==> src/verilog/plv_pkg.sv <==
// Operation
// Tagged VID-zero frames use VID zero if null bit set, else default VID.
// Ingress filter drops frames whose VLAN membership lacks ingress port.
// Non-default-VID discard drops frames whose VID is not the default VID.
// MAC-based 802.1X bit makes lookup authenticate; else only the ACL.
// Self-address filter drops frames whose source MAC equals switch MAC.
// Self-address filtering needs both port enable and global enable.
// A 3-bit pointer selects which of eight instance states is accessed.
// Each port keeps eight instance state bytes, chosen by the pointer.
// Transmit enable allows sending if set, blocks if clear; resets one.
// Receive enable allows reception if set, blocks if clear; resets one.
// Instance learning disable stops source learning when set; resets zero.
// Seven ports each have their own copy, chosen by upper address digit.
package plv_pkg;
    localparam int          NUM_PORTS   = 7;
    localparam int          NUM_INST    = 8;
    localparam int          PTR_W       = 3;
    localparam int          VID_W       = 12;
    localparam int          MAC_BYTES   = 6;
    localparam logic [11:0] LOC_CTRL    = 12'hb00;
    localparam logic [11:0] LOC_PTR     = 12'hb01;
    localparam logic [11:0] LOC_STATE   = 12'hb04;
    localparam logic [15:0] GLB_ADDR    = 16'h0f00;
    localparam logic [15:0] MAC_ADDR0   = 16'h0f01;
    localparam int          CTRL_NULL   = 7;
    localparam int          CTRL_INGF   = 6;
    localparam int          CTRL_NPVID  = 5;
    localparam int          CTRL_AUTH   = 4;
    localparam int          CTRL_SELF   = 3;
    localparam logic [7:0]  CTRL_WMASK  = 8'hfa;
    localparam logic [7:0]  CTRL_RST    = 8'h00;
    localparam logic [7:0]  PTR_RST     = 8'h00;
    localparam int          ST_TX       = 2;
    localparam int          ST_RX       = 1;
    localparam int          ST_NOLRN    = 0;
    localparam logic [2:0]  ST_RST      = 3'h6;
    localparam int          GLB_SELF    = 0;
    localparam logic [7:0]  GLB_RST     = 8'h00;
    localparam logic [7:0]  MAC_RST     = 8'h00;
    localparam logic [2:0]  SEL_CTRL    = 3'h1;
    localparam logic [2:0]  SEL_PTR     = 3'h2;
    localparam logic [2:0]  SEL_STATE   = 3'h4;
endpackage

==> src/verilog/plv_port_regs.sv <==
`timescale 1ns/1ps
module plv_port_regs #(
    parameter int NINST = plv_pkg::NUM_INST
) (
    input  wire logic                    clk_i,
    input  wire logic                    rst_n_i,
    input  wire logic                    wr_i,
    input  wire logic [2:0]              sel_i,
    input  wire logic [7:0]              wdata_i,
    input  wire logic [plv_pkg::PTR_W-1:0] inst_i,
    output logic      [7:0]              ctrl_o,
    output logic      [7:0]              rd_o,
    output logic      [2:0]              fst_o
);
    import plv_pkg::*;

    logic [7:0] ctrl_r;
    logic [7:0] ptr_r;
    logic [2:0] st_r [NINST];

    ////////////////////////////////////////////////////////////////////////
    // Bits 2 and 0 are read-only reserved and never store a write.
    always_ff @(posedge clk_i or negedge rst_n_i) begin
        if (!rst_n_i) begin
            ctrl_r <= CTRL_RST;
        end else if (wr_i && sel_i == SEL_CTRL) begin
            ctrl_r <= wdata_i & CTRL_WMASK;
        end
    end

    // The upper pointer bits are stored but only the low three index.
    always_ff @(posedge clk_i or negedge rst_n_i) begin
        if (!rst_n_i) begin
            ptr_r <= PTR_RST;
        end else if (wr_i && sel_i == SEL_PTR) begin
            ptr_r <= wdata_i;
        end
    end

    ////////////////////////////////////////////////////////////////////////
    for (genvar i = 0; i < NINST; i++) begin : g_inst
        always_ff @(posedge clk_i or negedge rst_n_i) begin
            if (!rst_n_i) begin
                st_r[i] <= ST_RST;
            end else if (wr_i && sel_i == SEL_STATE &&
                         ptr_r[PTR_W-1:0] == PTR_W'(i)) begin
                st_r[i] <= wdata_i[2:0];
            end
        end
    end

    always_comb begin
        case (sel_i)
            SEL_CTRL:  rd_o = ctrl_r;
            SEL_PTR:   rd_o = ptr_r;
            SEL_STATE: rd_o = {5'h00, st_r[ptr_r[PTR_W-1:0]]};
            default:   rd_o = 8'h00;
        endcase
    end

    assign ctrl_o = ctrl_r;
    assign fst_o  = st_r[inst_i];
endmodule

==> src/verilog/plv_top.sv <==
`timescale 1ns/1ps
module plv_top (
    input  wire logic                       clk_i,
    input  wire logic                       reset_n_i,
    input  wire logic [15:0]                addr_i,
    input  wire logic [7:0]                 wdata_i,
    input  wire logic                       wr_i,
    input  wire logic                       rd_i,
    output logic      [7:0]                 rdata_o,
    input  wire logic                       frm_valid_i,
    input  wire logic [2:0]                 frm_port_i,
    input  wire logic                       frm_tagged_i,
    input  wire logic [plv_pkg::VID_W-1:0]  frm_vid_i,
    input  wire logic [plv_pkg::VID_W-1:0]  frm_pvid_i,
    input  wire logic [plv_pkg::NUM_PORTS-1:0] frm_member_i,
    input  wire logic [plv_pkg::PTR_W-1:0]  frm_inst_i,
    input  wire logic [47:0]                frm_sa_i,
    output logic                            res_valid_o,
    output logic      [plv_pkg::VID_W-1:0]  res_lkup_vid_o,
    output logic                            res_drop_o,
    output logic                            res_self_drop_o,
    output logic                            res_mac_auth_o,
    output logic                            res_learn_o,
    output logic      [plv_pkg::NUM_PORTS-1:0] res_tx_mask_o
);
    import plv_pkg::*;

    ////////////////////////////////////////////////////////////////////////
    // Reset release is synchronised; assertion stays asynchronous.
    // A raw release edge could let some registers leave reset a cycle early.
    logic rst_s1_r;
    logic rst_n_r;

    always_ff @(posedge clk_i or negedge reset_n_i) begin
        if (!reset_n_i) begin
            rst_s1_r <= 1'b0;
            rst_n_r  <= 1'b0;
        end else begin
            rst_s1_r <= 1'b1;
            rst_n_r  <= rst_s1_r;
        end
    end

    ////////////////////////////////////////////////////////////////////////
    // Decodes the in-page location into a one-hot register select.
    function automatic logic [2:0] loc_sel(input logic [15:0] a);
        case (a[11:0])
            LOC_CTRL:  loc_sel = SEL_CTRL;
            LOC_PTR:   loc_sel = SEL_PTR;
            LOC_STATE: loc_sel = SEL_STATE;
            default:   loc_sel = 3'h0;
        endcase
    endfunction

    // Port copy n answers when the upper address digit equals n plus one.
    function automatic logic port_hit(input logic [15:0] a, input int n);
        port_hit = (a[15:12] == 4'(n + 1));
    endfunction

    ////////////////////////////////////////////////////////////////////////
    logic [7:0]       ctrl_w [NUM_PORTS];
    logic [7:0]       prd_w  [NUM_PORTS];
    logic [2:0]       fst_w  [NUM_PORTS];
    logic [2:0]       sel_w  [NUM_PORTS];
    logic [PTR_W-1:0] inst_w;

    assign inst_w = frm_inst_i;

    for (genvar p = 0; p < NUM_PORTS; p++) begin : g_port
        assign sel_w[p] = port_hit(addr_i, p) ?
                          loc_sel(addr_i) : 3'h0;

        plv_port_regs #(
            .NINST   (NUM_INST)
        ) u_regs (
            .clk_i   (clk_i),
            .rst_n_i (rst_n_r),
            .wr_i    (wr_i),
            .sel_i   (sel_w[p]),
            .wdata_i (wdata_i),
            .inst_i  (inst_w),
            .ctrl_o  (ctrl_w[p]),
            .rd_o    (prd_w[p]),
            .fst_o   (fst_w[p])
        );
    end

    ////////////////////////////////////////////////////////////////////////
    // Global lookup controls that this block depends on.
    logic [7:0] glb_r;
    logic [7:0] mac_r [MAC_BYTES];
    logic [47:0] mac_w;

    always_ff @(posedge clk_i or negedge rst_n_r) begin
        if (!rst_n_r) begin
            glb_r <= GLB_RST;
        end else if (wr_i && addr_i == GLB_ADDR) begin
            glb_r <= wdata_i;
        end
    end

    // Byte 0 is the most significant byte of the switch MAC address.
    for (genvar b = 0; b < MAC_BYTES; b++) begin : g_mac
        always_ff @(posedge clk_i or negedge rst_n_r) begin
            if (!rst_n_r) begin
                mac_r[b] <= MAC_RST;
            end else if (wr_i && addr_i == MAC_ADDR0 + 16'(b)) begin
                mac_r[b] <= wdata_i;
            end
        end
        assign mac_w[47-8*b -: 8] = mac_r[b];
    end

    ////////////////////////////////////////////////////////////////////////
    // Read data answer exactly one cycle after the strobe.
    logic [7:0] rd_nxt;
    logic [7:0] rdata_r;

    always_comb begin
        rd_nxt = 8'h00;
        for (int p = 0; p < NUM_PORTS; p++) begin
            rd_nxt = rd_nxt | prd_w[p];
        end
        if (addr_i == GLB_ADDR) begin
            rd_nxt = glb_r;
        end
        for (int b = 0; b < MAC_BYTES; b++) begin
            if (addr_i == MAC_ADDR0 + 16'(b)) begin
                rd_nxt = mac_r[b];
            end
        end
    end

    // Data is held at zero outside the answer cycle.
    // That lets a wider bus simply OR this block with other slaves.
    always_ff @(posedge clk_i or negedge rst_n_r) begin
        if (!rst_n_r) begin
            rdata_r <= 8'h00;
        end else begin
            rdata_r <= rd_i ? rd_nxt : 8'h00;
        end
    end

    assign rdata_o = rdata_r;

    ////////////////////////////////////////////////////////////////////////
    // Frame decision. An ingress port outside 1..7 is always dropped.
    logic                 fp_ok;
    logic [2:0]           fp;
    logic [7:0]           fc;
    logic [2:0]           fs;
    logic [VID_W-1:0]     lk_vid;
    logic [VID_W-1:0]     eff_vid;
    logic                 ingf_drop;
    logic                 npvid_drop;
    logic                 self_drop;
    logic                 rx_drop;
    logic [NUM_PORTS-1:0] tx_mask;

    always_comb begin
        fp_ok = frm_port_i != 3'h0;
        fp    = fp_ok ? frm_port_i - 3'h1 : 3'h0;
        fc    = ctrl_w[fp];
        fs    = fst_w[fp];
        eff_vid = frm_pvid_i;
        lk_vid  = frm_pvid_i;
        if (frm_tagged_i && frm_vid_i != '0) begin
            eff_vid = frm_vid_i;
            lk_vid  = frm_vid_i;
        end else if (frm_tagged_i && fc[CTRL_NULL]) begin
            eff_vid = '0;
            lk_vid  = '0;
        end
        ingf_drop  = fc[CTRL_INGF] && !frm_member_i[fp];
        npvid_drop = fc[CTRL_NPVID] && eff_vid != frm_pvid_i;
        self_drop  = fc[CTRL_SELF] && glb_r[GLB_SELF] &&
                     frm_sa_i == mac_w;
        rx_drop    = !fs[ST_RX];
        for (int p = 0; p < NUM_PORTS; p++) begin
            tx_mask[p] = fst_w[p][ST_TX];
        end
    end

    ////////////////////////////////////////////////////////////////////////
    logic                 rv_r;
    logic [VID_W-1:0]     rvid_r;
    logic                 rdrop_r;
    logic                 rself_r;
    logic                 rauth_r;
    logic                 rlearn_r;
    logic [NUM_PORTS-1:0] rtx_r;

    always_ff @(posedge clk_i or negedge rst_n_r) begin
        if (!rst_n_r) begin
            rv_r <= 1'b0;
        end else begin
            rv_r <= frm_valid_i;
        end
    end

    // Result fields load only on a request and keep their value between lookups.
    always_ff @(posedge clk_i or negedge rst_n_r) begin
        if (!rst_n_r) begin
            rvid_r   <= '0;
            rdrop_r  <= 1'b0;
            rself_r  <= 1'b0;
            rauth_r  <= 1'b0;
            rlearn_r <= 1'b0;
            rtx_r    <= '0;
        end else if (frm_valid_i) begin
            rvid_r   <= lk_vid;
            rdrop_r  <= !fp_ok || ingf_drop || npvid_drop ||
                        self_drop || rx_drop;
            rself_r  <= fp_ok && self_drop;
            rauth_r  <= fp_ok && fc[CTRL_AUTH];
            rlearn_r <= fp_ok && !fs[ST_NOLRN];
            rtx_r    <= tx_mask;
        end
    end

    assign res_valid_o     = rv_r;
    assign res_lkup_vid_o  = rvid_r;
    assign res_drop_o      = rdrop_r;
    assign res_self_drop_o = rself_r;
    assign res_mac_auth_o  = rauth_r;
    assign res_learn_o     = rlearn_r;
    assign res_tx_mask_o   = rtx_r;

    logic st_sel_w;
    assign st_sel_w = addr_i[11:0] == LOC_STATE && addr_i[15:12] != 4'h0 &&
                      addr_i[15:12] <= 4'(NUM_PORTS);
endmodule

==> config.mk <==
export PLATFORM = sky130hd
export DESIGN_NAME = plv_top
export DESIGN_NICKNAME = d
export VERILOG_FILES = /design/src/verilog/plv_pkg.sv /design/src/verilog/plv_port_regs.sv /design/src/verilog/plv_top.sv
export SDC_FILE = /design/constraint.sdc
export NUM_CORES = 1
export LEC_CHECK = 0
export BUFFER_PORTS_ARGS = -buffer_cell sky130_fd_sc_hd__buf_2
export CORE_ASPECT_RATIO = 1.5
export CORE_MARGIN = 10
export CORE_UTILIZATION = 45
export CTS_CLUSTER_SIZE = 24
export DETAILED_ROUTE_END_ITERATION = 10
export PLACE_DENSITY = 0.7
export SLEW_MARGIN = 10
export SYNTH_ARGS = -nofsm -noshare
export SYNTH_HDL_FRONTEND = slang
export SYNTH_SLANG_ARGS = --single-unit
export TNS_END_PERCENT = 5
==> constraint.sdc <==
create_clock -name clk_i -period 12.02 [get_ports clk_i]
set_input_delay 2.404 -clock clk_i [delete_from_list [all_inputs] [get_ports clk_i]]
set_output_delay 2.404 -clock clk_i [all_outputs]
set_load 0.02 [all_outputs]
==> summary.txt, run 1 <==
Route
  • Drt pass-1 iters: 6
  • # DRC: 0
  • Wirelength per Cell: 26.0 um
  • Vias per Instance: 6.20
  • Antenna-violating nets left: 0
  • Drt total wl: 57,400 um
  • Vias post-DR: 13,727
  • Initial DRC count: 1,344

Clock network
  • Clock H-tree levels: 2
  • CTS resizes: 0
  • Root Driver: clkbuf_16
  • CTS tree: yes
  • CTS Buf Count: 36
  • Postcts setup bufs: 0
  • Worst-Skew Late Latency: 0.54 ns
  • Num Clock Sinks: 356
  • CTS Buffer Depth: 3
  • Clk slew on worst S/H paths: 0.06 ns
  • Post-CTS Hold Buffers: 0

STA
  • Slew @ Worst Pin: 1.07 ns
  • Slew Limit Fails: 0
  • RSZ-0062 raised after global routing: no
  • Hold Fails Final Rpt: 0
  • Rel. slew slack: 0.281
  • TNS Setup: 0 ns
  • Crit path time final: 4.82 ns
  • Crit share post-route: 0.401
  • Clock skew: 0.0222 ns
  • Setup violations, final: 0
  • Fmax: 208 MHz

Setup path
  • End of the worst register-to-register path: rdata_o[1]$_DFF_PN0_
  • CP startpoint kind: primary input
  • FF-to-FF path depth: 7
  • Reg2Reg Launch Point: g_port[2].u_regs.ptr_r[0]$_DFFE_PN0P_
  • Critical Path Sink Type: flop
  • Internal reg-to-reg setup slack: 9.01 ns
  • Crit. Startpoint: addr_i[5]
  • Critical Path RT: 12.43 ns
  • CP arrival: 5.22 ns
  • Worst path cell trace: buf_2, or4_4, or3_1, nor3_1, nand2_1, mux2_2
  • Crit path max-delay family: simple AND/OR/NAND/NOR gates
  • Worst path slowest cell: nor3_1
  • CP peak stage delay: 0.71 ns
  • CP max FO: 15
  • CP Class: primary input to flop
  • Crit path depth: 6
  • WP buf/inv: 1

Synth
  • Top_reg_cell synth: dfrtp_1
  • Synth warnings: 0
  • Post-Synthesis Cell Area: 19,600 sq um
  • Library cells used by synthesis: 73
  • Mean area per synthesized cell: 12.7 sq um
  • EDFF count, synth: 0
  • Seq/Total Area, Yosys: 0.463
  • Synth Net Count: 1,658
  • Asr flop ratio synth: 1.00
  • Synthesized instance count: 1,541
  • Yosys reg bits: 356

Pwr
  • Power Density: 117 nW/um^2
  • Leak pwr: 9.55 nW
  • VDD IR max: 0.0747 mV

Outcome
  • Outcome: finished clean

GRT
  • Overflow after GRT: 0
  • First-pass GRT wire length: 88,200 um
  • GRT Overall Usage: 0.217
  • Initial antenna violation count: 0
  • Vias in the first global route: 14,475
  • Pin count of the biggest net entering global routing: 161

Floorplan
  • Num rows: 93
  • Initial Utilization: 0.456
  • Die width: 190 um
  • Full die area: 52,400 sq um
  • Io pins: 147
  • Core Footprint: 42,900 sq um
  • Chip height: 275 um

Placed design
  • Placed instance area: 20,700 sq um
  • DPL Wire Length: 40,900 um
  • Gpl congestion: 0.935
  • Number of I/O port buffers: 146

Finish
  • Final instance area: 21,900 sq um
  • NumNets Final: 1,734
  • Area grow syn2layout: 12.2%
  • Layout cells sized above 1: 0.482
  • N_diodes: 0

Job
  • Max cap viols: 0

Min path
  • Hold WC Path Type: flop to asynchronous set/reset pin
layout make-up:
cell class              instances  area [sq um]
inverters                      32           120
well taps                     570           713
clock inverters                14           201
flip-flops and latches        356          9050
fillers                      3652         21000
repair buffers                165           886
clock buffers                  50          1030
multi-input cells            1026          9930
how the worst max path moves through the flow:
stage                                             end
3_5_place_dp    g_port[5].u_regs.ptr_r[1]$_DFFE_PN0P_
5_1_grt                          rdata_o[4]$_DFF_PN0_
6_report        g_port[5].u_regs.ptr_r[1]$_DFFE_PN0P_
3_3_place_gp    g_port[5].u_regs.ptr_r[0]$_DFFE_PN0P_
4_1_cts         g_port[5].u_regs.ptr_r[1]$_DFFE_PN0P_
2_1_floorplan  g_port[0].u_regs.ctrl_o[1]$_DFFE_PN0P_
cell usage after synthesis, drive strengths merged, types with 18 or more instances:
library cell  number  area share
dfrtp            244        0.31
nor3              22      0.0072
nand3b            18      0.0071
a22oi             31       0.012
xnor2             24       0.011
clkbuf           106       0.020
o21ai             23      0.0059
nand3             40       0.010
nand2             72       0.014
dfstp            112        0.15
inv               32      0.0061
mux2             331        0.19
a21oi             46       0.012
buf               21      0.0052
mux4              91        0.10
mux2i             35       0.018
nor2              60       0.012
placed cells by master (no fill, tap or decap), types with 7 or more instances in the layout:
| cell type | Yosys | final |
|---|---|---|
| a21oi_1 | 46 | 46 |
| a222oi_1 | 12 | 12 |
| a22o_1 | 7 | 7 |
| a22oi_1 | 31 | 31 |
| a32oi_1 | 9 | 9 |
| and3_1 | 12 | 12 |
| buf_2 | 10 | 146 |
| buf_4 | 1 | 18 |
| clkbuf_1 | 106 | 7 |
| clkbuf_16 | 0 | 37 |
| clkinv_2 | 0 | 7 |
| dfrtp_1 | 244 | 243 |
| dfstp_2 | 112 | 112 |
| inv_1 | 32 | 32 |
| mux2_1 | 10 | 10 |
| mux2_2 | 321 | 321 |
| mux2i_1 | 35 | 35 |
| mux4_2 | 91 | 91 |
| nand2_1 | 71 | 71 |
| nand2b_1 | 9 | 9 |
| nand3_1 | 40 | 40 |
| nand3b_1 | 17 | 17 |
| nand4_1 | 10 | 10 |
| nor2_1 | 59 | 59 |
| nor2b_1 | 11 | 11 |
| nor3_1 | 16 | 16 |
| nor3b_4 | 12 | 12 |
| nor4_1 | 16 | 16 |
| o21ai_0 | 23 | 23 |
| o221ai_1 | 11 | 11 |
| o22ai_1 | 16 | 16 |
| xnor2_1 | 24 | 24 |
| xor2_1 | 14 | 14 |
registers in the layout, indices dropped and copies added, names as in the netlist:
name                  count
g_port.u_regs.ctrl_o     42
g_port.u_regs.ptr_r      56
g_port.u_regs.st_r      168
glb_r                     8
mac_r                    48
rdata_o                   8
res_drop_o                1
res_learn_o               1
res_lkup_vid_o           12
res_mac_auth_o            1
res_self_drop_o           1
res_tx_mask_o             7
res_valid_o               1
rst_n_r                   1
rst_s1_r                  1
power by group:
part | switching [W] | total, W | internal, W | leakage (nW)
logic | 0.000115 | 0.000164 | 0.0000497 | 4.43
registers | 0.00000662 | 0.00121 | 0.00121 | 4.51
clock network | 0.000480 | 0.00119 | 0.000710 | 0.610
kinds of logic (layout without fill, tap and decap cells):
group,count (synthesis),after routing,synth area share
simple gates,327,327,0.102
xor+xnor,38,38,0.0170
mux,457,457,0.313
other cells,1,1,0.000192
compound gates,201,201,0.0724
flops,356,356,0.463
fa+ha+maj,2,2,0.00128
buf+inv,159,261,0.0317
metal layers:
metal | GRT usage | wire, um
met5 | 0 | 0
met4 | 0.139 | 3940
met3 | 0.0322 | 3000
met2 | 0.377 | 29400
met1 | 0.245 | 21100
stage by stage:
step / hold slack, ns / std cells / util / setup slack, ns / power (W)
after floorplan: 0.331 / 1541 / - / 1.56 / 0.00133
after CTS: 0.344 / 2213 / 0.511 / 7.24 / 0.00259
after global routing: 0.371 / 2213 / 0.511 / 7.05 / 0.00265
after global placement: 0.336 / 2149 / 0.482 / 6.75 / 0.00140
final: 0.324 / 2213 / 0.511 / 7.20 / 0.00257
after detailed placement: 0.337 / 2149 / 0.482 / 6.70 / 0.00140
Note: power is estimated with default switching activity, not from simulation.
==> run 2, diff against run 1 <==
Settings changed: ABC_AREA set to 1, PLACE_DENSITY 0.7 to 0.72.
Clock period 12.02 ns to 4.3 ns, I/O delays scaled along.
==> run 2 against run 1 <==
Power rose to 2.9 times the previous value. Critical path depth up 7. Routed wire length up 26%. Flip-flop and latch count unchanged. Synthesized cell count up 80%. Sequential power rose to 2.8 times the previous value. Non-clock buffer count up 6.
==> summary.txt, run 2 <==
Synth
  • Synth warnings: 0 (unchanged)
  • Mean area per synthesized cell: 7.15 sq um (-44%)
  • Synthesized instance count: 2,768 (+80%)
  • Synth Net Count: 2,885 (+74%)
  • Count leader, synth: nand2_1
  • Post-Synthesis Cell Area: 19,800 sq um (+1.2%)
  • Yosys reg bits: 356 (unchanged)
  • Seq/Total Area, Yosys: 0.457 (-0.00555)
  • Library cells used by synthesis: 50 (-32%)
  • Leading area contributor after synthesis: dfrtp_1
  • Top_reg_cell synth: dfrtp_1
  • EDFF count, synth: 0 (unchanged)
  • Area contributors post-synth: dfrtp_1 31%, nand2_1 16%, dfstp_2 15%
  • Post-synth top cells: 838 x nand2_1, 506 x o21ai_0, 305 x nor2_1
  • Asr flop ratio synth: 1.00 (unchanged)
  • Share of the synthesized area in the top cell type: 0.308 (-0.00375)

Setup path
  • CP arrival: 3.61 ns (-1.61 ns)
  • End of the worst register-to-register path: rdata_o[2]$_DFF_PN0_
  • FF-to-FF path depth: 16 (+9)
  • Critical Path Sink Type: flop
  • Crit. Startpoint: frm_port_i[0]
  • Critical Path RT: 4.78 ns (-7.65 ns)
  • CP startpoint kind: primary input
  • CP Class: primary input to flop
  • Internal reg-to-reg setup slack: 1.78 ns (-7.23 ns)
  • CP max FO: 12 (-3)
  • Reg2Reg Launch Point: g_port[0].u_regs.ptr_r[1]$_DFFE_PN0P_

Clock network
  • Post-CTS Hold Buffers: 0 (unchanged)
  • Clk slew on worst S/H paths: 0.06 ns (about the same)
  • CTS Buffer Depth: 3 (unchanged)
  • Worst-Skew Late Latency: 0.55 ns (about the same)
  • CTS resizes: 0 (unchanged)
  • CTS tree: yes
  • Root Driver: clkbuf_16
  • Postcts setup bufs: 0 (unchanged)
  • Clock H-tree levels: 2 (unchanged)
  • Num Clock Sinks: 356 (unchanged)
  • CTS Buf Count: 37 (+2.8%)

Job
  • Max cap viols: 0 (unchanged)

Finish
  • Commonest non-fill, non-tap cell in the layout: nand2_1
  • Commonest non-fill, non-tap cells in the layout: 838 x nand2_1, 506 x o21ai_0, 305 x nor2_1, 257 x inv_1, 243 x dfrtp_1
  • Largest regs: g_port.u_regs.st_r: 168 flops, g_port.u_regs.ptr_r: 56 flops, mac_r: 48 flops
  • Layout cells sized above 1: 0.142 (-0.340)
  • Layout fillers: 4,388 (+20%)
  • Area grow syn2layout: 13.0%
  • Biggest register: g_port.u_regs.st_r
  • NumNets Final: 2,980 (+72%)
  • Max reg flops: 168 (unchanged)

GRT
  • First-pass GRT wire length: 112,000 um (+27%)
  • Global Route met3 Usage: 0.0331 (+0.000927)
  • Pin count of the biggest net entering global routing: 89 (-45%)
  • Met2 usage: 0.481 (+0.104)
  • Initial antenna violation count: 1 (+1)
  • Grt peak-use layer: met2
  • GRT Overall Usage: 0.270 (+0.0538)
  • Vias in the first global route: 19,183 (+33%)
  • Overflow after GRT: 0 (unchanged)
  • M1 GR Usage: 0.298 (+0.0536)

Floorplan
  • Core Footprint: 43,800 sq um (+1.9%)
  • Initial Utilization: 0.453 (-0.00305)
  • Num rows: 94 (+1.1%)
  • Chip height: 277 um (+0.56%)
  • Die width: 191 um (+0.54%)
  • Io pins: 147 (unchanged)
  • Full die area: 53,000 sq um (+1.1%)

Pwr
  • Leak pwr: 10.1 nW (+6.1%)
  • Power Density: 338 nW/um^2 (+190%)
  • VDD IR max: 0.256 mV (+240%)

STA
  • Hold Fails Final Rpt: 0 (unchanged)
  • Fmax: 319 MHz
  • Slew @ Worst Pin: 0.913 ns (-0.157 ns)
  • Clock skew: 0.0173 ns (-0.00492 ns)
  • TNS Setup: 0 ns (unchanged)
  • Rel. slew slack: 0.391 (+0.110)
  • Hold slack: 0.0869 ns (-0.237 ns)
  • Slew Limit Fails: 0 (unchanged)
  • Crit share post-route: 0.728
  • RSZ-0062 raised after global routing: no
  • Crit path time final: 3.13 ns
  • Setup violations, final: 0 (unchanged)

Route
  • Drt total wl: 72,600 um (+26%)
  • Vias post-DR: 19,432 (+42%)
  • Wirelength per Cell: 20.9 um (-19%)
  • Vias per Instance: 5.60 (-9.7%)
  • Initial DRC count: 1,856 (+38%)
  • Antenna-violating nets left: 0 (unchanged)
  • Drt pass-1 iters: 6 (unchanged)
  • # DRC: 0 (unchanged)

Outcome
  • Outcome: finished clean

Placed design
  • Gpl congestion: 0.981 (+5.0%)
  • Number of I/O port buffers: 146 (unchanged)
  • DPL Wire Length: 53,700 um (+31%)

Min path
  • Hold WC Path Type: primary input to asynchronous set/reset pin
-- run 2: cell types whose count changed in the layout (fill, tap and decap cells not counted), moves of 35 or more --
cell     delta
nand2_1   +767
o21ai_0   +483
mux2_2    -321
nor2_1    +246
inv_1     +225
mux4_2     -91
nand3_1    +62
mux2i_1    -35
-- run 2: worst max-delay path by stage --
stage	end	slack, ns
floorplan	g_port[0].u_regs.ctrl_o[1]$_DFFE_PN0P_	0.85
global placement	res_drop_o$_DFFE_PN0P_	0.74
detailed placement	res_drop_o$_DFFE_PN0P_	0.66
CTS	res_drop_o$_DFFE_PN0P_	1.22
global route	res_drop_o$_DFFE_PN0P_	0.99
finish	res_drop_o$_DFFE_PN0P_	1.17
-- run 2: routing by layer --
metal	share of wire	routed length, um
met4	0.070	5070
met3	0.058	4190
met2	0.51	37300
met1	0.36	26100
met5	0	0
-- run 2: cell type report --
class,count,area [sq um],share of cell area
timing repair buffer,171,968,0.0433
clock buffer,47,1070,0.0476
sequential,356,9050,0.404
tap,576,721,0.0322
multi-input combinational,2026,9270,0.414
antenna,1,2.50,0.000112
clock inverter,21,282,0.0126
inverter,271,1020,0.0455
-- run 2: through the flow --
stage                     area [sq um]  setup WS, ns  utilization  instances  power, W
after floorplan                  19800         0.847            -       2768   0.00378
after global placement           21000         0.744        0.481       3400   0.00404
after detailed placement         21000         0.661        0.481       3400   0.00404
after CTS                        22400          1.22        0.511       3468   0.00761
after global routing             22400         0.987        0.511       3468   0.00779
final                            22400          1.17        0.512       3469   0.00757
-- run 2: logic make-up after synthesis --
kind of cell,synth area share
other,0.000189
flip-flops,0.457
AND/OR/NAND/NOR,0.276
adder cells (fa/ha/maj),0.00126
buffers and inverters,0.0747
AO/OA/AOI/OAI,0.183
XOR/XNOR,0.00752
-- run 2: worst max-delay path, stage by stage --
cell     delay (ns)
buf_2          0.12
nor2_1         0.14
ha_1           0.23
nor2_2         0.11
inv_1          0.45
nand2_1        0.29
o21ai_0        0.22
a21oi_1        0.12
nor3_1         0.41
nand3_1        0.28
nand2_1        0.17
nor2_1         0.06
a21oi_1        0.14
-- run 2: where the power goes --
| part | leakage (nW) | switching (W) | internal (W) | total (W) |
|---|---|---|---|---|
| sequential | 4.36 | 0.0000268 | 0.00338 | 0.00341 |
| combinational | 5.13 | 0.000428 | 0.000156 | 0.000583 |
| clock | 0.648 | 0.00145 | 0.00213 | 0.00358 |
